<file path="config.mk">
export PLATFORM = sky130hd
export DESIGN_NAME = asp_serial_port
export DESIGN_NICKNAME = d
export VERILOG_FILES = /design/src/asp_pkg.sv /design/src/asp_baud_if.sv /design/src/asp_baud_gen.sv /design/src/asp_serial_port.sv
export VERILOG_INCLUDE_DIRS = /design/src /design/src/src
export SDC_FILE = /design/constraint.sdc
export NUM_CORES = 1
export LEC_CHECK = 0
export BUFFER_PORTS_ARGS = -buffer_cell sky130_fd_sc_hd__buf_2
export CAP_MARGIN = 15
export CELL_PAD_IN_SITES_DETAIL_PLACEMENT = 0
export CELL_PAD_IN_SITES_GLOBAL_PLACEMENT = 2
export CORE_ASPECT_RATIO = 1.2
export CORE_UTILIZATION = 39
export CTS_BUF_LIST = sky130_fd_sc_hd__clkbuf_4
export CTS_CLUSTER_DIAMETER = 100
export DETAILED_ROUTE_END_ITERATION = 16
export HOLD_SLACK_MARGIN = 0.06
export PLACE_DENSITY_LB_ADDON = 0.1
export SLEW_MARGIN = 30
export SYNTH_ARGS = -nofsm -noshare
export SYNTH_HDL_FRONTEND = slang
export SYNTH_HIERARCHICAL = 1
export SYNTH_SLANG_ARGS = --single-unit
export TNS_END_PERCENT = 100
</file>
<file path="constraint.sdc">
create_clock -name clk -period 4.04 [get_ports clk]
set_input_delay 0.202 -clock clk [delete_from_list [all_inputs] [get_ports clk]]
set_output_delay 0.202 -clock clk [all_outputs]
set_load 0.03 [all_outputs]
</file>
<file path="src/asp_params.svh">
`ifndef ASP_PARAMS_SVH
`define ASP_PARAMS_SVH

// register byte offsets
`define ASP_OFS_CTRL 8'h00
`define ASP_OFS_DATA 8'h04
`define ASP_OFS_BAUD 8'h08
`define ASP_OFS_RELOAD 8'h0c
`define ASP_OFS_T1RELOAD 8'h10
`define ASP_OFS_IRQ_STAT 8'h14
`define ASP_OFS_IRQ_MASK 8'h18

// control register fields
`define ASP_CTRL_RI 0
`define ASP_CTRL_TI 1
`define ASP_CTRL_RB8 2
`define ASP_CTRL_TB8 3
`define ASP_CTRL_REN 4
`define ASP_CTRL_MPE 5
`define ASP_CTRL_MODE_LO 6
`define ASP_CTRL_MODE_HI 7

// baud configuration fields
`define ASP_BAUD_RATE_DOUBLE 0
`define ASP_BAUD_BAUD_GENERATOR_SELECT 1
`define ASP_BAUD_TIMER1_PRESCALE_LO 2
`define ASP_BAUD_TIMER1_PRESCALE_HI 3
`define ASP_BAUD_RPS_LO 4
`define ASP_BAUD_RPS_HI 5

// interrupt status bits
`define ASP_IRQ_TX 0
`define ASP_IRQ_RX 1
`define ASP_IRQ_W 2

// reset values
`define ASP_RST_BYTE 8'h00
`define ASP_RST_RELOAD 10'h000
`define ASP_RST_IRQ 2'h0
`define ASP_RST_WORD 32'h0000_0000

// mode encodings
`define ASP_MODE_0 2'h0
`define ASP_MODE_1 2'h1
`define ASP_MODE_2 2'h2
`define ASP_MODE_3 2'h3

// prescaler settings and divide counts
`define ASP_TIMER1_PRESCALE_12 2'h0
`define ASP_TIMER1_PRESCALE_1 2'h1
`define ASP_TIMER1_PRESCALE_96 2'h2
`define ASP_RPS_32 2'h1
`define ASP_PRE_1 7'h01
`define ASP_PRE_2 7'h02
`define ASP_PRE_4 7'h04
`define ASP_PRE_12 7'h0c
`define ASP_PRE_96 7'h60
`define ASP_TOP_RELOAD 10'h3ff
`define ASP_TOP_TIMER 10'h0ff

// oversampling: sixteen ticks per bit
`define ASP_PH_LAST 4'hf
`define ASP_PH_SAMPLE 4'h7
`define ASP_LEFT_8BIT 4'h9
`define ASP_LEFT_9BIT 4'ha
`define ASP_RXN_8BIT 4'h9
`define ASP_RXN_9BIT 4'ha

`endif

</file>
<file path="src/asp_pkg.sv">
package asp_pkg;
    typedef enum logic [1:0] {
        ASP_MODE_SHIFT,
        ASP_MODE_UART8,
        ASP_MODE_UART9_FIXED,
        ASP_MODE_UART9_VAR
    } asp_mode_type;

    typedef enum {
        ASP_RX_IDLE,
        ASP_RX_BUSY
    } asp_rx_state_type;

    typedef enum {
        ASP_TX_IDLE,
        ASP_TX_SEND
    } asp_tx_state_type;
endpackage

</file>
<file path="src/asp_baud_if.sv">
`timescale 1ns/1ps
interface asp_baud_if;
    logic [1:0] mode;
    logic rate_double;
    logic baud_generator_select;
    logic [1:0] timer1_prescale;
    logic [1:0] rps;
    logic [9:0] reload;
    logic [7:0] th1;
    logic tick;

    modport gen (input mode, rate_double, baud_generator_select, timer1_prescale, rps, reload, th1, output tick);
    modport user (output mode, rate_double, baud_generator_select, timer1_prescale, rps, reload, th1, input tick);
endinterface

</file>
<file path="src/asp_baud_gen.sv">
`timescale 1ns/1ps
`include "asp_params.svh"
module asp_baud_gen
    import asp_pkg::*;
(
    // clock and reset
    input wire logic clk,
    input wire logic rst,
    // configuration in, sixteen-times bit rate tick out
    asp_baud_if.gen bif
);
    logic [6:0] pre_div;
    logic [6:0] pre_cnt_r;
    logic pre_en;
    logic [9:0] cnt_r;
    logic [9:0] top;
    logic [9:0] reload;
    logic ovf;
    logic half_r;
    logic tick_r;

    // prescale select: fixed fraction, reload generator or timer 1
    always_comb begin
        pre_div = `ASP_PRE_12;
        if (bif.mode == `ASP_MODE_2) begin
            pre_div = bif.rate_double ? `ASP_PRE_2 : `ASP_PRE_4;
        end else if (bif.baud_generator_select) begin
            pre_div = (bif.rps == `ASP_RPS_32) ? `ASP_PRE_2 : `ASP_PRE_4;
            if (bif.rate_double) begin
                pre_div = pre_div >> 1;
            end
        end else begin
            case (bif.timer1_prescale)
                `ASP_TIMER1_PRESCALE_1: pre_div = `ASP_PRE_1;
                `ASP_TIMER1_PRESCALE_96: pre_div = `ASP_PRE_96;
                default: pre_div = `ASP_PRE_12;
            endcase
        end
    end

    assign pre_en = (pre_cnt_r >= (pre_div - `ASP_PRE_1));
    assign top = bif.baud_generator_select ? `ASP_TOP_RELOAD : `ASP_TOP_TIMER;
    assign reload = bif.baud_generator_select ? bif.reload : {2'h0, bif.th1};
    assign ovf = pre_en && (cnt_r >= top);
    assign bif.tick = tick_r;

    // free prescaler
    always_ff @(posedge clk or posedge rst) begin
        if (rst) begin
            pre_cnt_r <= 7'h00;
        end else if (pre_en) begin
            pre_cnt_r <= 7'h00;
        end else begin
            pre_cnt_r <= pre_cnt_r + `ASP_PRE_1;
        end
    end

    always_ff @(posedge clk or posedge rst) begin
        if (rst) begin
            cnt_r <= `ASP_RST_RELOAD;
        end else if (ovf) begin
            cnt_r <= reload;
        end else if (pre_en) begin
            cnt_r <= cnt_r + 10'h001;
        end
    end

    // timer 1 overflow halving when rate is not doubled
    always_ff @(posedge clk or posedge rst) begin
        if (rst) begin
            half_r <= 1'b0;
        end else if (ovf && !bif.baud_generator_select) begin
            half_r <= ~half_r;
        end
    end

    always_ff @(posedge clk or posedge rst) begin
        if (rst) begin
            tick_r <= 1'b0;
        end else if (bif.mode == `ASP_MODE_2) begin
            tick_r <= pre_en;
        end else if (bif.baud_generator_select) begin
            tick_r <= ovf;
        end else begin
            tick_r <= ovf && (bif.rate_double || half_r);
        end
    end
endmodule

</file>
<file path="src/asp_serial_port.sv">
`timescale 1ns/1ps
`include "asp_params.svh"
module asp_serial_port
    import asp_pkg::*;
(
    // clock and reset
    input wire logic clk,
    input wire logic rst,
    // avalon-mm slave
    input wire logic [7:0] avs_address,
    input wire logic avs_read,
    input wire logic avs_write,
    input wire logic [31:0] avs_writedata,
    input wire logic [3:0] avs_byteenable,
    output logic [31:0] avs_readdata,
    output logic avs_waitrequest,
    // serial line
    input wire logic serial_receive_pin,
    output logic serial_transmit_pin,
    // interrupt
    output logic irq
);
    asp_baud_if bif ();

    // control, baud, receive buffer and interrupt register fields
    asp_mode_type mode_r;
    logic multiprocessor_enable_r, receive_enable_r, transmit_ninth_bit_r;
    logic received_ninth_bit_r, transmit_done_flag_r, receive_done_flag_r;
    logic rate_double_r, baud_generator_select_r;
    logic [1:0] timer1_prescale_r, reload_prescale_r;
    logic [9:0] baud_reload_value_r;
    logic [7:0] timer1_high_reload_r, rx_buf_r;
    logic [`ASP_IRQ_W-1:0] irq_stat_r, irq_mask_r, irq_set;

    // bus
    logic wait_r, wr_hit, wr_ctrl;
    logic [31:0] rdata_r, rdata_nxt;

    // receive path
    logic rx_meta_r, rx_sync_r, rx_prev_r;
    asp_rx_state_type rx_state_r;
    logic [3:0] rx_ph_r, rx_cnt_r;
    logic [9:0] rx_sh_r, rx_sh_nxt;
    logic nine_bit, rx_sample, rx_last, rx_done, rx_accept, rx_ninth;
    logic [7:0] rx_data;

    // transmit path
    asp_tx_state_type tx_state_r;
    logic [3:0] tx_ph_r, tx_left_r;
    logic [9:0] tx_sh_r;
    logic tx_r, tx_load, tx_edge, tx_done;

    assign nine_bit = (mode_r == ASP_MODE_UART9_FIXED) || (mode_r == ASP_MODE_UART9_VAR);

    // baud generator hookup
    assign bif.mode = mode_r;
    assign bif.rate_double = rate_double_r;
    assign bif.baud_generator_select = baud_generator_select_r;
    assign bif.timer1_prescale = timer1_prescale_r;
    assign bif.rps = reload_prescale_r;
    assign bif.reload = baud_reload_value_r;
    assign bif.th1 = timer1_high_reload_r;

    asp_baud_gen u_baud (
        .clk(clk),
        .rst(rst),
        .bif(bif)
    );

    // bus handshake: one wait cycle, then answer
    assign wr_hit = avs_write && !wait_r;
    assign wr_ctrl = wr_hit && (avs_address == `ASP_OFS_CTRL) && avs_byteenable[0];

    always_ff @(posedge clk or posedge rst) begin
        if (rst) begin
            wait_r <= 1'b1;
        end else begin
            wait_r <= !((avs_read || avs_write) && wait_r);
        end
    end

    // read data mux
    always_comb begin
        rdata_nxt = `ASP_RST_WORD;
        case (avs_address)
            `ASP_OFS_CTRL: rdata_nxt[7:0] = {mode_r, multiprocessor_enable_r,
                receive_enable_r, transmit_ninth_bit_r, received_ninth_bit_r,
                transmit_done_flag_r, receive_done_flag_r};
            `ASP_OFS_DATA: rdata_nxt[7:0] = rx_buf_r;
            `ASP_OFS_BAUD: rdata_nxt[5:0] = {reload_prescale_r, timer1_prescale_r,
                baud_generator_select_r, rate_double_r};
            `ASP_OFS_RELOAD: rdata_nxt[9:0] = baud_reload_value_r;
            `ASP_OFS_T1RELOAD: rdata_nxt[7:0] = timer1_high_reload_r;
            `ASP_OFS_IRQ_STAT: rdata_nxt[`ASP_IRQ_W-1:0] = irq_stat_r;
            `ASP_OFS_IRQ_MASK: rdata_nxt[`ASP_IRQ_W-1:0] = irq_mask_r;
            default: rdata_nxt = `ASP_RST_WORD;
        endcase
    end

    always_ff @(posedge clk or posedge rst) begin
        if (rst) begin
            rdata_r <= `ASP_RST_WORD;
        end else if (avs_read && wait_r) begin
            rdata_r <= rdata_nxt;
        end
    end

    assign avs_readdata = rdata_r;
    assign avs_waitrequest = wait_r;

    // software-written control fields
    always_ff @(posedge clk or posedge rst) begin
        if (rst) begin
            mode_r <= ASP_MODE_SHIFT;
            multiprocessor_enable_r <= 1'b0;
            receive_enable_r <= 1'b0;
            transmit_ninth_bit_r <= 1'b0;
        end else if (wr_ctrl) begin
            mode_r <= asp_mode_type'(avs_writedata[`ASP_CTRL_MODE_HI:`ASP_CTRL_MODE_LO]);
            multiprocessor_enable_r <= avs_writedata[`ASP_CTRL_MPE];
            receive_enable_r <= avs_writedata[`ASP_CTRL_REN];
            transmit_ninth_bit_r <= avs_writedata[`ASP_CTRL_TB8];
        end
    end

    // done flags: hardware sets, set beats a clear
    always_ff @(posedge clk or posedge rst) begin
        if (rst) begin
            transmit_done_flag_r <= 1'b0;
            receive_done_flag_r <= 1'b0;
        end else begin
            if (tx_done) begin
                transmit_done_flag_r <= 1'b1;
            end else if (wr_ctrl) begin
                transmit_done_flag_r <= avs_writedata[`ASP_CTRL_TI];
            end
            if (rx_accept) begin
                receive_done_flag_r <= 1'b1;
            end else if (wr_ctrl) begin
                receive_done_flag_r <= avs_writedata[`ASP_CTRL_RI];
            end
        end
    end

    // baud configuration registers
    always_ff @(posedge clk or posedge rst) begin
        if (rst) begin
            rate_double_r <= 1'b0;
            baud_generator_select_r <= 1'b0;
            timer1_prescale_r <= 2'h0;
            reload_prescale_r <= 2'h0;
            baud_reload_value_r <= `ASP_RST_RELOAD;
            timer1_high_reload_r <= `ASP_RST_BYTE;
        end else if (wr_hit) begin
            if (avs_address == `ASP_OFS_BAUD && avs_byteenable[0]) begin
                rate_double_r <= avs_writedata[`ASP_BAUD_RATE_DOUBLE];
                baud_generator_select_r <= avs_writedata[`ASP_BAUD_BAUD_GENERATOR_SELECT];
                timer1_prescale_r <= avs_writedata[`ASP_BAUD_TIMER1_PRESCALE_HI:`ASP_BAUD_TIMER1_PRESCALE_LO];
                reload_prescale_r <= avs_writedata[`ASP_BAUD_RPS_HI:`ASP_BAUD_RPS_LO];
            end
            if (avs_address == `ASP_OFS_RELOAD && avs_byteenable[0]) begin
                baud_reload_value_r[7:0] <= avs_writedata[7:0];
            end
            if (avs_address == `ASP_OFS_RELOAD && avs_byteenable[1]) begin
                baud_reload_value_r[9:8] <= avs_writedata[9:8];
            end
            if (avs_address == `ASP_OFS_T1RELOAD && avs_byteenable[0]) begin
                timer1_high_reload_r <= avs_writedata[7:0];
            end
        end
    end

    // interrupt status, write one to clear, set wins
    assign irq_set = {rx_accept, tx_done};

    always_ff @(posedge clk or posedge rst) begin
        if (rst) begin
            irq_stat_r <= `ASP_RST_IRQ;
            irq_mask_r <= `ASP_RST_IRQ;
            irq <= 1'b0;
        end else begin
            if (wr_hit && avs_address == `ASP_OFS_IRQ_STAT && avs_byteenable[0]) begin
                irq_stat_r <= (irq_stat_r & ~avs_writedata[`ASP_IRQ_W-1:0]) | irq_set;
            end else begin
                irq_stat_r <= irq_stat_r | irq_set;
            end
            if (wr_hit && avs_address == `ASP_OFS_IRQ_MASK && avs_byteenable[0]) begin
                irq_mask_r <= avs_writedata[`ASP_IRQ_W-1:0];
            end
            irq <= |(irq_stat_r & irq_mask_r);
        end
    end

    // receive pin synchroniser and edge history
    always_ff @(posedge clk or posedge rst) begin
        if (rst) begin
            rx_meta_r <= 1'b1;
            rx_sync_r <= 1'b1;
            rx_prev_r <= 1'b1;
        end else begin
            rx_meta_r <= serial_receive_pin;
            rx_sync_r <= rx_meta_r;
            rx_prev_r <= rx_sync_r;
        end
    end

    // receive decode at mid-bit sample
    assign rx_sample = bif.tick && (rx_ph_r == `ASP_PH_SAMPLE);
    assign rx_sh_nxt = {rx_sync_r, rx_sh_r[9:1]};
    assign rx_last = rx_cnt_r == (nine_bit ? `ASP_RXN_9BIT : `ASP_RXN_8BIT);
    assign rx_done = (rx_state_r == ASP_RX_BUSY) && rx_sample && rx_last;
    // byte and stop bit; ninth bit
    assign rx_data = nine_bit ? rx_sh_nxt[7:0] : rx_sh_nxt[8:1];
    assign rx_ninth = rx_sh_nxt[8];
    // multiprocessor filter, buffer must be free
    assign rx_accept = rx_done && !receive_done_flag_r &&
        (!multiprocessor_enable_r || (nine_bit ? rx_ninth : rx_sh_nxt[9]));

    always_ff @(posedge clk or posedge rst) begin
        if (rst) begin
            rx_state_r <= ASP_RX_IDLE;
            rx_ph_r <= 4'h0;
            rx_cnt_r <= 4'h0;
            rx_sh_r <= 10'h3ff;
        end else begin
            unique case (rx_state_r)
                ASP_RX_IDLE: begin
                    if (receive_enable_r && mode_r != ASP_MODE_SHIFT &&
                        rx_prev_r && !rx_sync_r) begin
                        rx_state_r <= ASP_RX_BUSY;
                        rx_ph_r <= 4'h0;
                        rx_cnt_r <= 4'h0;
                    end
                end
                ASP_RX_BUSY: begin
                    if (bif.tick) begin
                        rx_ph_r <= rx_ph_r + 4'h1;
                    end
                    if (rx_sample) begin
                        if (rx_cnt_r == 4'h0 && rx_sync_r) begin
                            rx_state_r <= ASP_RX_IDLE;
                        end else if (rx_last) begin
                            rx_state_r <= ASP_RX_IDLE;
                        end
                        if (rx_cnt_r != 4'h0) begin
                            rx_sh_r <= rx_sh_nxt;
                        end
                        rx_cnt_r <= rx_cnt_r + 4'h1;
                    end
                end
            endcase
        end
    end

    // receive holding register and stored ninth bit
    always_ff @(posedge clk or posedge rst) begin
        if (rst) begin
            rx_buf_r <= `ASP_RST_BYTE;
            received_ninth_bit_r <= 1'b0;
        end else if (rx_accept) begin
            rx_buf_r <= rx_data;
            received_ninth_bit_r <= nine_bit ? rx_ninth : rx_sh_nxt[9];
        end else if (wr_ctrl) begin
            received_ninth_bit_r <= avs_writedata[`ASP_CTRL_RB8];
        end
    end

    assign tx_load = wr_hit && avs_address == `ASP_OFS_DATA && avs_byteenable[0] &&
        mode_r != ASP_MODE_SHIFT && tx_state_r == ASP_TX_IDLE;
    assign tx_edge = bif.tick && (tx_ph_r == `ASP_PH_LAST);
    assign tx_done = (tx_state_r == ASP_TX_SEND) && tx_edge && (tx_left_r == 4'h0);

    // transmit shifter
    always_ff @(posedge clk or posedge rst) begin
        if (rst) begin
            tx_state_r <= ASP_TX_IDLE;
            tx_ph_r <= 4'h0;
            tx_left_r <= 4'h0;
            tx_sh_r <= 10'h3ff;
            tx_r <= 1'b1;
        end else begin
            unique case (tx_state_r)
                ASP_TX_IDLE: begin
                    if (tx_load) begin
                        tx_state_r <= ASP_TX_SEND;
                        tx_ph_r <= 4'h0;
                        tx_r <= 1'b0;
                        // ten-bit frame; eleven with ninth bit
                        tx_sh_r <= {1'b1, nine_bit ? transmit_ninth_bit_r : 1'b1,
                            avs_writedata[7:0]};
                        tx_left_r <= nine_bit ? `ASP_LEFT_9BIT : `ASP_LEFT_8BIT;
                    end
                end
                ASP_TX_SEND: begin
                    if (bif.tick) begin
                        tx_ph_r <= tx_ph_r + 4'h1;
                    end
                    if (tx_edge) begin
                        if (tx_left_r == 4'h0) begin
                            tx_state_r <= ASP_TX_IDLE;
                            tx_r <= 1'b1;
                        end else begin
                            tx_r <= tx_sh_r[0];
                            tx_sh_r <= {1'b1, tx_sh_r[9:1]};
                            tx_left_r <= tx_left_r - 4'h1;
                        end
                    end
                end
            endcase
        end
    end

    assign serial_transmit_pin = tx_r;
endmodule

</file>
==> After elaboration in Yosys (flattened, before gate mapping) <==
Cells that the tools add are included.
{ "word_totals": {"ff_bits": 179, "inputBits": 49, "out_inout_bits": 35, "wordCells": 201} }
{ "classes": {"n_addsub": 7, "n_lt_le_gt_ge": 2, "n_eq_ne": 27, "mux": 57, "bitwise_logic": 6, "reduce_logical": 66} }
{ "op_table": {"columns": ["operator", "n"], "rows": [
  ["32-bit two-way mux", 7],
  ["32-bit case mux with 2 select lines", 2],
  ["32-bit zero test", 3],
  ["10-bit two-way mux", 7],
  ["32-bit by 1-bit equality test with 1-bit output, second input constant", 2],
  ["32-bit by 2-bit equality test with 1-bit output, second input constant", 2],
  ["1-bit logical AND", 32],
  ["4-bit two-way mux", 8],
  ["4-bit case mux with 2 select lines", 4],
  ["7-bit two-way mux", 4],
  ["8-bit by 5-bit equality test with 1-bit output, second input constant", 3],
  ["10-bit case mux with 2 select lines", 1],
  ["4-bit case mux with 5 select lines", 1],
  ["8-bit by 4-bit equality test with 1-bit output, second input constant", 2],
  ["2-bit AND reduction", 8],
  ["2-bit case mux with 7 select lines", 1],
  ["7-bit case mux with 2 select lines", 1],
  ["1-bit two-way mux", 13],
  ["4-bit by 1-bit adder with 4-bit output, second input constant", 3],
  ["2-bit != test, second input constant", 6],
  ["3-bit AND reduction", 4],
  ["10-bit by 1-bit adder with 10-bit output, second input constant", 1],
  ["10-bit >= comparator", 1],
  ["8-bit by 3-bit equality test with 1-bit output, second input constant", 1],
  ["other kinds (27)", 48]
]} }

==> Depth between registers and ports, before layout <==
Gate-level depths: netlist (run 1).
{ "depth": {"ltp_word": 11, "mapped_depth": 16, "depth_no_buf": 14} }

==> Hierarchy <==
Netlist (run 1), hierarchy kept.
{ "modules_own_cells": {"columns": ["mod", "n_inst", "cells_each", "area_per_inst_um2", "seq_area_each_um2"], "rows": [
  ["asp_serial_port", 1, 415, 4849.7, 2431.1],
  ["asp_baud_gen", 1, 176, 1557.7, 475.5]
]} }

==> Worst setup path after synthesis (run 1) <==
No wires, ideal clock.
{ "synth_timing": {"path_type": "register to register", "startpoint": "reg baud_generator_select_r", "endpoint": "reg u_baud.cnt_r[2]", "setup_time_ns": 0.121, "arrival_ns": 2.696, "required_time_ns": 3.919, "slack_ns": 1.223, "path_stages_with_launch": 15, "path_buffers": 4, "synth_period_minus_slack_ns": 2.817, "cell_sequence": "dfrtp_1 -> buf_4 -> buf_2 -> mux2_2 -> nand2_1 -> ha_1 -> nand2b_1 -> a21boi_0 -> ha_1 -> a21oi_1 -> o21ai_0 -> o21bai_1 -> buf_2 -> buf_2 -> a22o_1"} }
{ "synth_via": {"elab_chain_len": 6, "word_cells_on_any_way": 10, "cone_classes": "add/sub: 1; order compare: 2; mux: 5; reduce/logical: 2"} }
{ "synth_lines": {"columns": ["element", "line_no", "rtl"], "rows": [
  ["start, declared", "asp_serial_port.sv:29", "logic rate_double_r, baud_generator_select_r;"],
  ["start signal, assigned", "asp_serial_port.sv:157", "baud_generator_select_r <= avs_writedata[`ASP_BAUD_BAUD_GENERATOR_SELECT];"],
  ["7-bit two-way mux", "asp_baud_gen.sv:27", "end else if (bif.baud_generator_select) begin"],
  ["7-bit two-way mux", "asp_baud_gen.sv:25", "if (bif.mode == `ASP_MODE_2) begin"],
  ["7-bit by 1-bit subtractor with 7-bit output (no source line)", null, null],
  ["7-bit >= comparator", "asp_baud_gen.sv:41", "assign pre_en = (pre_cnt_r >= (pre_div - `ASP_PRE_1));"],
  ["1-bit logical AND", "asp_baud_gen.sv:44", "assign ovf = pre_en && (cnt_r >= top);"],
  ["10-bit two-way mux / 2-bit nonzero test (equally long branches)", null, null],
  ["end signal, assigned", "asp_baud_gen.sv:60", "cnt_r <= `ASP_RST_RELOAD;"],
  ["end signal, assigned", "asp_baud_gen.sv:62", "cnt_r <= reload;"],
  ["end signal, assigned", "asp_baud_gen.sv:64", "cnt_r <= cnt_r + 10'h001;"],
  ["end, declared", "asp_baud_gen.sv:15", "logic [9:0] cnt_r;"]
]} }
Parallel ways exist; a longest one is shown, timed or not.
A chain may end at the register's enable or synchronous reset.

==> Final worst setup path (run 1) <==
{ "layout_timing": {"startpoint": "reg rate_double_r, in the netlist bif.rate_double", "endpoint": "reg u_baud.cnt_r[1]"} }
{ "layout_via": {"elab_chain_len": 7, "word_cells_on_any_way": 9, "cone_classes": "add/sub: 1; order compare: 1; mux: 5; reduce/logical: 2"} }
{ "layout_lines": {"columns": ["element", "line_no", "rtl"], "rows": [
  ["start, declared", "asp_serial_port.sv:29", null],
  ["start signal, assigned", "asp_serial_port.sv:156", "rate_double_r <= avs_writedata[`ASP_BAUD_RATE_DOUBLE];"],
  ["7-bit two-way mux", "asp_baud_gen.sv:29", "if (bif.rate_double) begin"],
  ["7-bit two-way mux", "asp_baud_gen.sv:27", null],
  ["7-bit two-way mux *", "asp_baud_gen.sv:25", null],
  ["7-bit by 1-bit subtractor with 7-bit output (no source line) *", null, null],
  ["7-bit >= comparator *", "asp_baud_gen.sv:41", null],
  ["1-bit logical AND", "asp_baud_gen.sv:44", null],
  ["10-bit two-way mux / 2-bit nonzero test (equally long branches)", null, null]
]} }
Every way passes the cells marked *; elsewhere a longest branch is shown, timed or not.

==> results.yml, run 1 <==
pwr:
  power_frac_comb_pct: 18.8
  cellInternalPower_mw: 1.73
  pwr-share-seq_pct: 52.5
  p_leak_nw: 3.24
  clock_power_share_pct: 28.7
  power_density_nw_per_um2: 355
  p_sw_share_pct: 31.3
  p_switching_mw: 0.787
  irDropWorstVdd_mv: 0.154
flow_run:
  drv_cap: 0
sta:
  skew_ns: 0.0145
  finalSetupViolations: 0
  setup_tns_ns: 0
  hold_viol_final: 0
  fmax_mhz: 316
  timing.final.ws_setup_ns: 0.877
  worst_pin_slew_ns: 0.802
  fin_crit_sh_pct: 78.3
  rsz0062_at_grt: "false"
  slew_headroom_pct: 46.1
  period_needed_ns: 3.16
  slew_viol_final: 0
clock_tree:
  clock_latency_ns: 0.53
  htree_levels: 4
  cts-root-buf: "clkbuf_4"
  path_clk_slew_ns: 0.11
  cts-buffers-inserted: 17
  clockBufferDepth: 2
  cts_tree: "yes"
  post_cts_resized: 0
  clock_sinks: 115
floorplanning:
  initial_core_util_pct: 40.5
  num_io_pins: 84
  coreArea_sq_um: 15800
  die_h_microns: 142
  die-area_sq_um: 16900
  rows: 50
  die_w_microns: 119
global_route:
  grt.total_usage_pct: 19.3
  grt_pass1_vias: 4655
  antenna_found_initial: 1
  grt_max_degree: 64
  gr-total-overflow: 0
  grt_pass1_wl_microns: 25100
final_layout:
  final_cell_mix: "92 x dfrtp_1, 67 x mux2_2, 58 x nand2_1"
  drive_above_1_share_pct: 28.2
  fin_cells: 867
  finalInstanceArea_sq_um: 7080
  layout_commonest_cell: "dfrtp_1"
  area_growth_pct: 10.5
  nNetsFinal: 715
synth:
  ys_dominant_reg_cell: "dfrtp_1"
  synth_xor_area_share_pct: 2.05
  ys_warn_count: 6
  ys_seq_area_share_pct: 45.4
  synth-seq-cells: 115
  avgSynthCellArea_sq_um: 10.8
  synth_top_family_by_area: "multiplexers"
  synth_fa_ha_area_share_pct: 4.30
  ys_types: 72
  synth_compound_area_share_pct: 11.9
  synth_simple_gate_area_share_pct: 13.2
  synth.area.mux_share_pct: 17.4
  async_flop_share_pct: 100
  synth_cells: 591
  synth_edf_count: 0
  syn_area_sq_um: 6410
placement:
  post-place-cells: 817
  place_ws_ns: 0.887
  gp_congestion: 0.799
  numPortBuffers: 37
  hpwl_microns: 11100
  placed_area_sq_um: 6690
critical_path:
  crit_path_cell_trace: "inv_1 > ha_1 > o41ai_1 > xor2_1 > nand2_1 > ha_1 > nand4_1 > o21bai_2 > buf_4 > mux2_2"
  cp-start-kind: "register"
  cp_common_cell: "ha_1"
  critPathArrivalTime_ns: 3.57
  critical_path_class: "reg -> reg"
  critPathCaptureType: "register"
  slowest_delay_ns: 0.51
  path_max_fanout: 11
  slowest_stage: "dfrtp_1"
  critPathTopFamily: "compound AO/OA/AOI/OAI gates"
  required_ns: 4.45
  path_buf_inv: 2
drt:
  wirelength_microns: 15100
  avgRoutedWirePerCell_microns: 17.4
  drc_errors: 0
  first_pass_iters: 4
  postRouteAntennaNets: 0
  vias: 4549
  vias_per_cell: 5.25
  first_iter_violations: 192
status:
  outcome: "finished clean"
hold_path:
  hold_path_class: "in -> reg"
## worst min-delay path: cells and delay by family
family | cells | cell delay [ns]
and+or+nand+nor | 2 | 0.19
AOI/OAI and AO/OA | 1 | 0.10
buffers and inverters | 1 | 0.11
## cell families (layout without fill, tap and decap cells)
logic type                 count (synthesis)  after routing
muxes                                     97             97
AOI/OAI and AO/OA                        110            110
other                                      1             24
xor gates and xnor gates                  15             15
and+or+nand+nor                          164            164
DFF                                      115            115
buffers and inverters                     67            112
adders and majority gates                 22             22
## power by group through the flow
stage / clock network [mW] / registers, mW / logic [mW]
floorplan: 0 / 1.32 / 0.375
global placement: 0 / 1.34 / 0.450
detailed placement: 0 / 1.34 / 0.468
CTS: 0.755 / 1.32 / 0.482
global route: 0.799 / 1.33 / 0.546
finish: 0.721 / 1.32 / 0.473
## final cells by class
class	instances	area, sq um
fill	1555	8750
multi-input combinational	430	3210
sequential	115	2910
timing repair buffer	58	383
tap	208	260
clock buffer	17	128
clock inverter	15	98.8
inverter	22	85.1
antenna	2	5.00
## Yosys cell counts, drive strengths merged (3+ instances only)
master	count	area, sq um
nand3b	3	22.5
dfrtp	92	2300
nand2b	5	31.3
a21oi	16	83.8
xor2	8	70.1
xnor2	7	61.3
ha	22	275
inv	22	82.6
o22a	4	35.0
a31o	3	26.3
clkbuf	14	52.6
mux2	76	890
nor4	3	25.0
o31ai	6	58.8
o21ai	41	216
mux2i	20	200
a22oi	8	60.1
or3	4	25.0
a31oi	5	46.3
and3	4	25.0
or4	3	26.3
nor2	24	92.6
nor3	7	40.0
dfstp	23	604
nor2b	5	31.3
nor3b	3	22.5
a21o	3	23.8
buf	31	236
nand2	58	218
o211ai	3	22.5
nand3	24	120
nand4	9	62.6
## flip-flops by register name, indices dropped and copies added, names as in the netlist, 2 cells and up
| register | flops |
|---|---|
| avs_readdata | 10 |
| baud_reload_value_r | 10 |
| u_baud/cnt_r | 10 |
| rx_sh_r | 9 |
| tx_sh_r | 9 |
| bif.th1 | 8 |
| rx_buf_r | 8 |
| u_baud/pre_cnt_r | 7 |
| rx_cnt_r | 4 |
| rx_ph_r | 4 |
| tx_left_r | 4 |
| tx_ph_r | 4 |
| bif.mode | 2 |
| bif.rps | 2 |
| bif.timer1_prescale | 2 |
| irq_mask_r | 2 |
| irq_stat_r | 2 |
## layer usage
| metal | wire length, microns | share of wire (%) | up-vias | GRT usage [%] |
|---|---|---|---|---|
| met5 | 0 | 0 | - | 0 |
| met4 | 291 | 1.9 | 0 | 7.33 |
| met3 | 424 | 2.8 | 16 | 4.25 |
| met2 | 7750 | 51 | 70 | 33.0 |
| met1 | 6600 | 44 | 2263 | 23.6 |
| li1 | - | - | 2200 | - |
## timing repair
action / CTS / global route
setup buffers: 0 / 0
hold buffers: 16 / 0
endpoints found under the hold margin: 101 / 0
## through the flow
| step | power [mW] | hold WS [ns] | util [%] |
|---|---|---|---|
| final | 2.52 | 0.117 | 44.7 |
| after global routing | 2.68 | 0.0943 | 44.7 |
| after CTS | 2.56 | 0.0686 | 44.7 |
| after detailed placement | 1.81 | 0.310 | 42.2 |
| after global placement | 1.79 | 0.309 | 42.2 |
| after floorplan | 1.70 | 0.153 | - |
## final timing paths
kind / end / slack (ns) / from / depth (start not counted)
max in group asynchronous: rx_sh_r[8] / 2.68 / rst / 4
min: avs_readdata[1] / 0.12 / avs_address[7] / 4
max reg2reg: u_baud/cnt_r[1] / 0.88 / bif.rate_double / 10
min in group asynchronous: u_baud/pre_cnt_r[0] / 0.38 / rst / 3
max: u_baud/cnt_r[1] / 0.88 / bif.rate_double / 10
min reg2reg: rx_sync_r / 0.36 / rx_meta_r / 0
Power figures use the tool's default switching activity.
==> inputs of run 2 (changes only) <==
--- a/config.mk
+++ b/config.mk
@@ -6,12 +6,13 @@
 export SDC_FILE = /design/constraint.sdc
 export NUM_CORES = 1
 export LEC_CHECK = 0
+export ABC_AREA = 1
 export BUFFER_PORTS_ARGS = -buffer_cell sky130_fd_sc_hd__buf_2
 export CAP_MARGIN = 15
 export CELL_PAD_IN_SITES_DETAIL_PLACEMENT = 0
 export CELL_PAD_IN_SITES_GLOBAL_PLACEMENT = 2
 export CORE_ASPECT_RATIO = 1.2
-export CORE_UTILIZATION = 39
+export CORE_UTILIZATION = 32
 export CTS_BUF_LIST = sky130_fd_sc_hd__clkbuf_4
 export CTS_CLUSTER_DIAMETER = 100
 export DETAILED_ROUTE_END_ITERATION = 16
==> constraint.sdc (replaced) <==
create_clock -name clk -period 2.9 [get_ports clk]
set_input_delay 0.145 -clock clk [delete_from_list [all_inputs] [get_ports clk]]
set_output_delay 0.145 -clock clk [all_outputs]
set_load 0.03 [all_outputs]
==> run 2 against run 1 <==
Flip-flop and latch count did not move. Sequential power rose by 51%. Clock power rose by 89%. Critical path type unchanged. Critical endpoint is now u_baud/cnt_r[7]. Highest routed layer unchanged.
==> results.yml, run 2 <==
drt:
  first_pass_iters: 4
  first_iter_violations: 285
  vias: 5473
  wirelength_microns: 17000
  vias_per_cell: 4.65
  avgRoutedWirePerCell_microns: 14.4
  drc_errors: 0
  postRouteAntennaNets: 0
final_layout:
  fin_util_pct: 37.9
  drive_above_1_share_pct: 16.4
  multiInputGateArea_sq_um: 3030
  nNetsFinal: 974
  regArea_sq_um: 2910
  fillers: 2128
  final_cell_mix: "248 x nand2_1, 91 x dfrtp_1, 86 x inv_1"
  layout_commonest_cell: "nand2_1"
  area_growth_pct: 14.7
synth:
  synth_top_family_by_area: "simple AND/OR/NAND/NOR gates"
  ys_seq_area_share_pct: 44.7
  synth_simple_gate_area_share_pct: 29.1
  ys_warn_count: 6
  synth_common_cells: "248 x nand2_1, 92 x dfrtp_1, 87 x inv_1"
  synth-seq-cells: 115
  syn_area_sq_um: 6500
  synth.area.mux_share_pct: 0.924
  synth_top_area_share_pct: 35.4
  synth_top_area_cell: "dfrtp_1"
  async_flop_share_pct: 100
  avgSynthCellArea_sq_um: 7.78
  synth_compound_area_share_pct: 9.40
  ys_dominant_reg_cell: "dfrtp_1"
  ys_types: 43
  synth.area.top_cells: "dfrtp_1 35%, nand2_1 14%, dfstp_2 9.3%, nand3_1 5.5%, inv_1 5.0%"
  synth_xor_area_share_pct: 1.48
  yosysMostFrequentCell: "nand2_1"
  synth_edf_count: 0
  synth_cells: 835
  synth_fa_ha_area_share_pct: 4.24
placement:
  place_ws_ns: 0.160
  numPortBuffers: 37
  hpwl_microns: 12500
  gp_congestion: 0.762
sta:
  setup_tns_ns: 0
  finalSetupViolations: 0
  fmax_mhz: 375
  hold_viol_final: 0
  period_needed_ns: 2.67
  slew_viol_final: 0
  skew_ns: 0.0223
  worst_pin_slew_ns: 0.810
  fin_crit_sh_pct: 92.0
  timing.final.ws_setup_ns: 0.232
  slew_headroom_pct: 45.9
clock_tree:
  clock_latency_ns: 0.56
  clock_sinks: 115
  clockBufferDepth: 2
  htree_levels: 4
  cts-root-buf: "clkbuf_4"
  cts_tree: "yes"
  path_clk_slew_ns: 0.12
  cts-buffers-inserted: 17
floorplanning:
  num_io_pins: 84
  initial_core_util_pct: 33.0
  coreArea_sq_um: 19700
  die_w_microns: 132
  rows: 56
  die_h_microns: 158
  die-area_sq_um: 20900
global_route:
  grt.total_usage_pct: 17.6
  grt_pass1_vias: 5472
  grt_max_degree: 62
  gr-total-overflow: 0
  antenna_found_initial: 1
  grt_pass1_wl_microns: 28200
flow_run:
  drv_cap: 0
status:
  outcome: "finished clean"
critical_path:
  crit_path_cell_trace: "nor2_2 > inv_1 > ha_1 > nand2_1 > o21ai_1 > inv_1 > ha_1 > xor2_1 > ha_1 > nand2_1 > inv_1 > nand2_1 > nand2_1 > nand2_1 > nand2_1 > buf_12 > nand2_1 > nand3b_1 > nand2_1 > inv_1"
  critPathArrivalTime_ns: 3.13
  cp_common_cell: "nand2_1"
  slowest_delay_ns: 0.41
  path_max_fanout: 14
  cp-start-kind: "register"
  slowest_stage: "dfrtp_1"
  required_ns: 3.36
  critical_path_class: "reg -> reg"
  critPathCaptureType: "register"
hold_path:
  hold_path_class: "in -> reg"
pwr:
  power_density_nw_per_um2: 635
  p_leak_nw: 3.63
  irDropWorstVdd_mv: 0.296
  power_mw: 4.74
run 2: cell types whose count changed after synthesis, moves of 7 or more:
| cell | before | now |
|---|---|---|
| a22oi_1 | 8 | 1 |
| buf_2 | 5 | 12 |
| clkbuf_1 | 14 | 3 |
| inv_1 | 22 | 87 |
| mux2_2 | 67 | 0 |
| mux2_4 | 9 | 0 |
| mux2i_1 | 20 | 6 |
| nand2_1 | 58 | 248 |
| nand2_2 | 0 | 10 |
| nand3_1 | 24 | 72 |
| nor2_1 | 23 | 62 |
| nor2_2 | 1 | 8 |
| o21ai_0 | 40 | 57 |
| o21ai_1 | 0 | 26 |
run 2: worst paths after layout:
kind                                startpoint                endpoint  slack, ns  depth (start not counted)
worst max-delay path                bif.rps[1]         u_baud/cnt_r[7]       0.23                         20
worst min-delay path            avs_address[1]           irq_mask_r[1]       0.12                          5
worst max register to register      bif.rps[1]         u_baud/cnt_r[7]       0.23                         20
worst min register to register       rx_sync_r               rx_prev_r       0.37                          0
max in group asynchronous                  rst               rx_sync_r       1.79                          4
min in group asynchronous                  rst  bif.timer1_prescale[1]       0.29                          3
run 2: repair_timing:
item | 4_1_cts | 5_1_grt
hold buffers | 21 | 0
buffers inserted | 0 | 1
resized for setup | 0 | 7
endpoints found under the hold margin | 99 | 0
setup endpoints to repair | 0 | 11
run 2: area by class of cell:
| class | instances | area share, % |
|---|---|---|
| Timing Repair Buffer | 73 | 6.98 |
| Sequential cell | 115 | 39.0 |
| Clock buffer | 17 | 1.71 |
| Multi-Input combinational cell | 605 | 40.7 |
| Antenna cell | 1 | 0.0336 |
| Tap cell | 261 | 4.38 |
| Clock inverter | 15 | 2.58 |
| Inverter | 91 | 4.63 |
run 2: routing by layer:
| layer | vias to the layer above | track usage [%] | share of wire (%) |
|---|---|---|---|
| li1 | 2780 | - | - |
| met1 | 2613 | 20.7 | 44 |
| met2 | 59 | 31.5 | 52 |
| met3 | 21 | 3.55 | 1.9 |
| met4 | 0 | 6.64 | 1.8 |
| met5 | - | 0 | 0 |
run 2: cells by family after synthesis:
kind of cell | Yosys count
XOR/XNOR | 11
flip-flops | 115
other | 1
AND/OR/NAND/NOR | 429
buffers and inverters | 136
adder cells (fa/ha/maj) | 22
multiplexers | 6
AO/OA/AOI/OAI | 115
run 2: power breakdown:
part	total, mW	internal [mW]	switching (mW)	leakage [nW]
logic	1.38	0.520	0.863	2.03
clock network	1.36	0.621	0.743	0.165
registers	1.99	1.80	0.189	1.43
total	4.74	2.94	1.80	3.63
run 2: through the flow:
| step | instance area, sq um | hold slack [ns] | cells |
|---|---|---|---|
| 5_1_grt | 7450 | 0.112 | 1178 |
| 3_5_place_dp | 6900 | 0.257 | 1123 |
| 3_3_place_gp | 6900 | 0.250 | 1123 |
| 4_1_cts | 7430 | 0.0637 | 1176 |
| 6_report | 7450 | 0.121 | 1178 |
| 2_1_floorplan | 6580 | 0.0961 | 856 |
run 2: critical path, delay by kind of cell (launching register included):
| family | cells | cell delay (ns) |
|---|---|---|
| AO/OA/AOI/OAI | 1 | 0.13 |
| buffers and inverters | 5 | 0.36 |
| adder cells (fa/ha/maj) | 3 | 0.78 |
| XOR/XNOR | 1 | 0.17 |
| flip-flops | 1 | 0.41 |
| AND/OR/NAND/NOR | 10 | 0.75 |
==> inputs of run 3 (changes only) <==
--- a/config.mk
+++ b/config.mk
@@ -12,12 +12,11 @@
 export CELL_PAD_IN_SITES_DETAIL_PLACEMENT = 0
 export CELL_PAD_IN_SITES_GLOBAL_PLACEMENT = 2
 export CORE_ASPECT_RATIO = 1.2
-export CORE_UTILIZATION = 32
-export CTS_BUF_LIST = sky130_fd_sc_hd__clkbuf_4
+export CORE_UTILIZATION = 31
 export CTS_CLUSTER_DIAMETER = 100
 export DETAILED_ROUTE_END_ITERATION = 16
 export HOLD_SLACK_MARGIN = 0.06
-export PLACE_DENSITY_LB_ADDON = 0.1
+export PLACE_DENSITY = 0.8
 export SLEW_MARGIN = 30
 export SYNTH_ARGS = -nofsm -noshare
 export SYNTH_HDL_FRONTEND = slang
==> run 3 against run 2 <==
Critical path depth is 1 higher. First-iteration DRC count is 13% higher. Register-to-register slack better by 0.03 ns. Clock power up 55%. Highest routed layer unchanged. Largest cell class unchanged. Combinational power about the same.
==> results.yml, run 3 (synthesis results as in run 2) <==
global_route:
  grt.total_usage_pct: 15.9
  grt_pass1_wl_microns: 26500
  grt_pass1_vias: 5099
  antenna_found_initial: 0
  gr-total-overflow: 0
  grt_max_degree: 60
pwr:
  power_density_nw_per_um2: 721
  irDropWorstVdd_mv: 0.450
  power_mw: 5.51
  p_leak_nw: 3.73
sta:
  finalSetupViolations: 0
  worst_pin_slew_ns: 0.802
  rsz0062_at_grt: "false"
  setup_tns_ns: 0
  slew_viol_final: 0
  fmax_mhz: 380
  slew_headroom_pct: 46.6
  fin_crit_sh_pct: 90.8
  period_needed_ns: 2.63
  skew_ns: 0.00697
  hold_viol_final: 0
final_layout:
  layout_commonest_cell: "nand2_1"
  diodes: 0
  final_cell_mix: "246 x nand2_1, 92 x dfrtp_1, 86 x inv_1"
  nNetsFinal: 964
  fillers: 2197
  drive_above_1_share_pct: 17.0
  regArea_sq_um: 2910
  area_growth_pct: 17.6
  multiInputGateArea_sq_um: 3030
placement:
  numPortBuffers: 37
  gp_congestion: 0.748
  hpwl_microns: 11500
clock_tree:
  cts_tree: "yes"
  clockBufferDepth: 2
  clock_sinks: 115
  htree_levels: 4
  cts-buffers-inserted: 17
  cts-root-buf: "clkbuf_16"
  clock_latency_ns: 0.41
  path_clk_slew_ns: 0.06
floorplanning:
  num_io_pins: 84
  rows: 57
  coreArea_sq_um: 20400
  die_w_microns: 134
  initial_core_util_pct: 31.9
  die_h_microns: 161
  die-area_sq_um: 21500
drt:
  vias: 5270
  first_pass_iters: 4
  drc_errors: 0
  first_iter_violations: 321
  avgRoutedWirePerCell_microns: 13.6
  wirelength_microns: 15900
  vias_per_cell: 4.50
  postRouteAntennaNets: 0
critical_path:
  required_ns: 3.21
  crit_path_cell_trace: "inv_1 > nor2_2 > buf_4 > ha_1 > nor2_1 > nor2_1 > nand2_1 > ha_1 > xor2_1 > ha_1 > nand2_1 > inv_1 > nand2_1 > nand2_2 > nand2_1 > nand2_2 > buf_6 > nand2_1 > nand3b_1 > nand2_1 > inv_1"
  critPathArrivalTime_ns: 2.94
  slowest_stage: "dfrtp_1"
  critPathCaptureType: "register"
  cp_common_cell: "nand2_1"
  slowest_delay_ns: 0.34
  cp-start-kind: "register"
  path_max_fanout: 7
  critical_path_class: "reg -> reg"
hold_path:
  hold_path_class: "in -> reg"
flow_run:
  drv_cap: 0
status:
  outcome: "finished clean"
run 3: path summary, 6_finish.rpt:
check,startpoint,to,slack [ns],cells past startpoint
max reg2reg,bif.rps[0],u_baud/cnt_r[7],0.27,21
min in group asynchronous,rst,tx_ph_r[0],0.45,3
max in group asynchronous,rst,rx_sh_r[5],1.71,4
min,avs_writedata[2],baud_reload_value_r[2],0.10,3
max,bif.rps[0],u_baud/cnt_r[7],0.27,21
min reg2reg,rx_meta_r,rx_sync_r,0.36,0
run 3: final cells by class:
type                    instances  share of cell area [%]
clock buffers                  19                    5.93
clock inverters                13                    1.93
inverters                      91                    4.52
multi-input cells             605                    39.7
flip-flops and latches        115                    38.0
well taps                     265                    4.34
repair buffers                 63                    5.54
run 3: report_power, final:
part | total [mW] | switching (mW) | leakage (nW) | internal [mW]
logic | 1.41 | 0.870 | 2.01 | 0.538
clock network | 2.11 | 0.792 | 0.283 | 1.32
registers | 1.99 | 0.182 | 1.43 | 1.80
total | 5.51 | 1.84 | 3.73 | 3.66
run 3: worst max-delay path, delay by kind of cell (launching register included):
family	cells	cell delay, ns
buffers and inverters	5	0.38
flip-flops	1	0.34
AND/OR/NAND/NOR	12	0.96
adder cells (fa/ha/maj)	3	0.67
XOR/XNOR	1	0.17
run 3: through the flow:
step	hold slack, ns	std cells	setup slack [ns]	utilization (%)	cell area, sq um
floorplan	0.0961	856	0.288	-	6580
global placement	0.250	1128	0.184	33.9	6910
detailed placement	0.251	1128	0.141	33.9	6910
CTS	0.0858	1169	0.127	37.3	7600
global route	0.109	1171	0.000637	37.5	7640
finish	0.102	1171	0.267	37.5	7640
run 3: repair_timing:
action / in CTS / in global routing
hold buffers: 9 / 0
buffers inserted: 0 / 2
endpoints found under the hold margin: 76 / 0
endpoints found under the setup margin: 0 / 15
gates resized for setup: 0 / 10
run 3: metal layers:
metal / vias to the layer above / routed length, microns / GRT usage (%)
li1: 2760 / - / -
met1: 2447 / 7350 / 20.0
met2: 51 / 8020 / 27.4
met3: 12 / 360 / 3.19
met4: 0 / 147 / 4.65
met5: - / 0 / 0
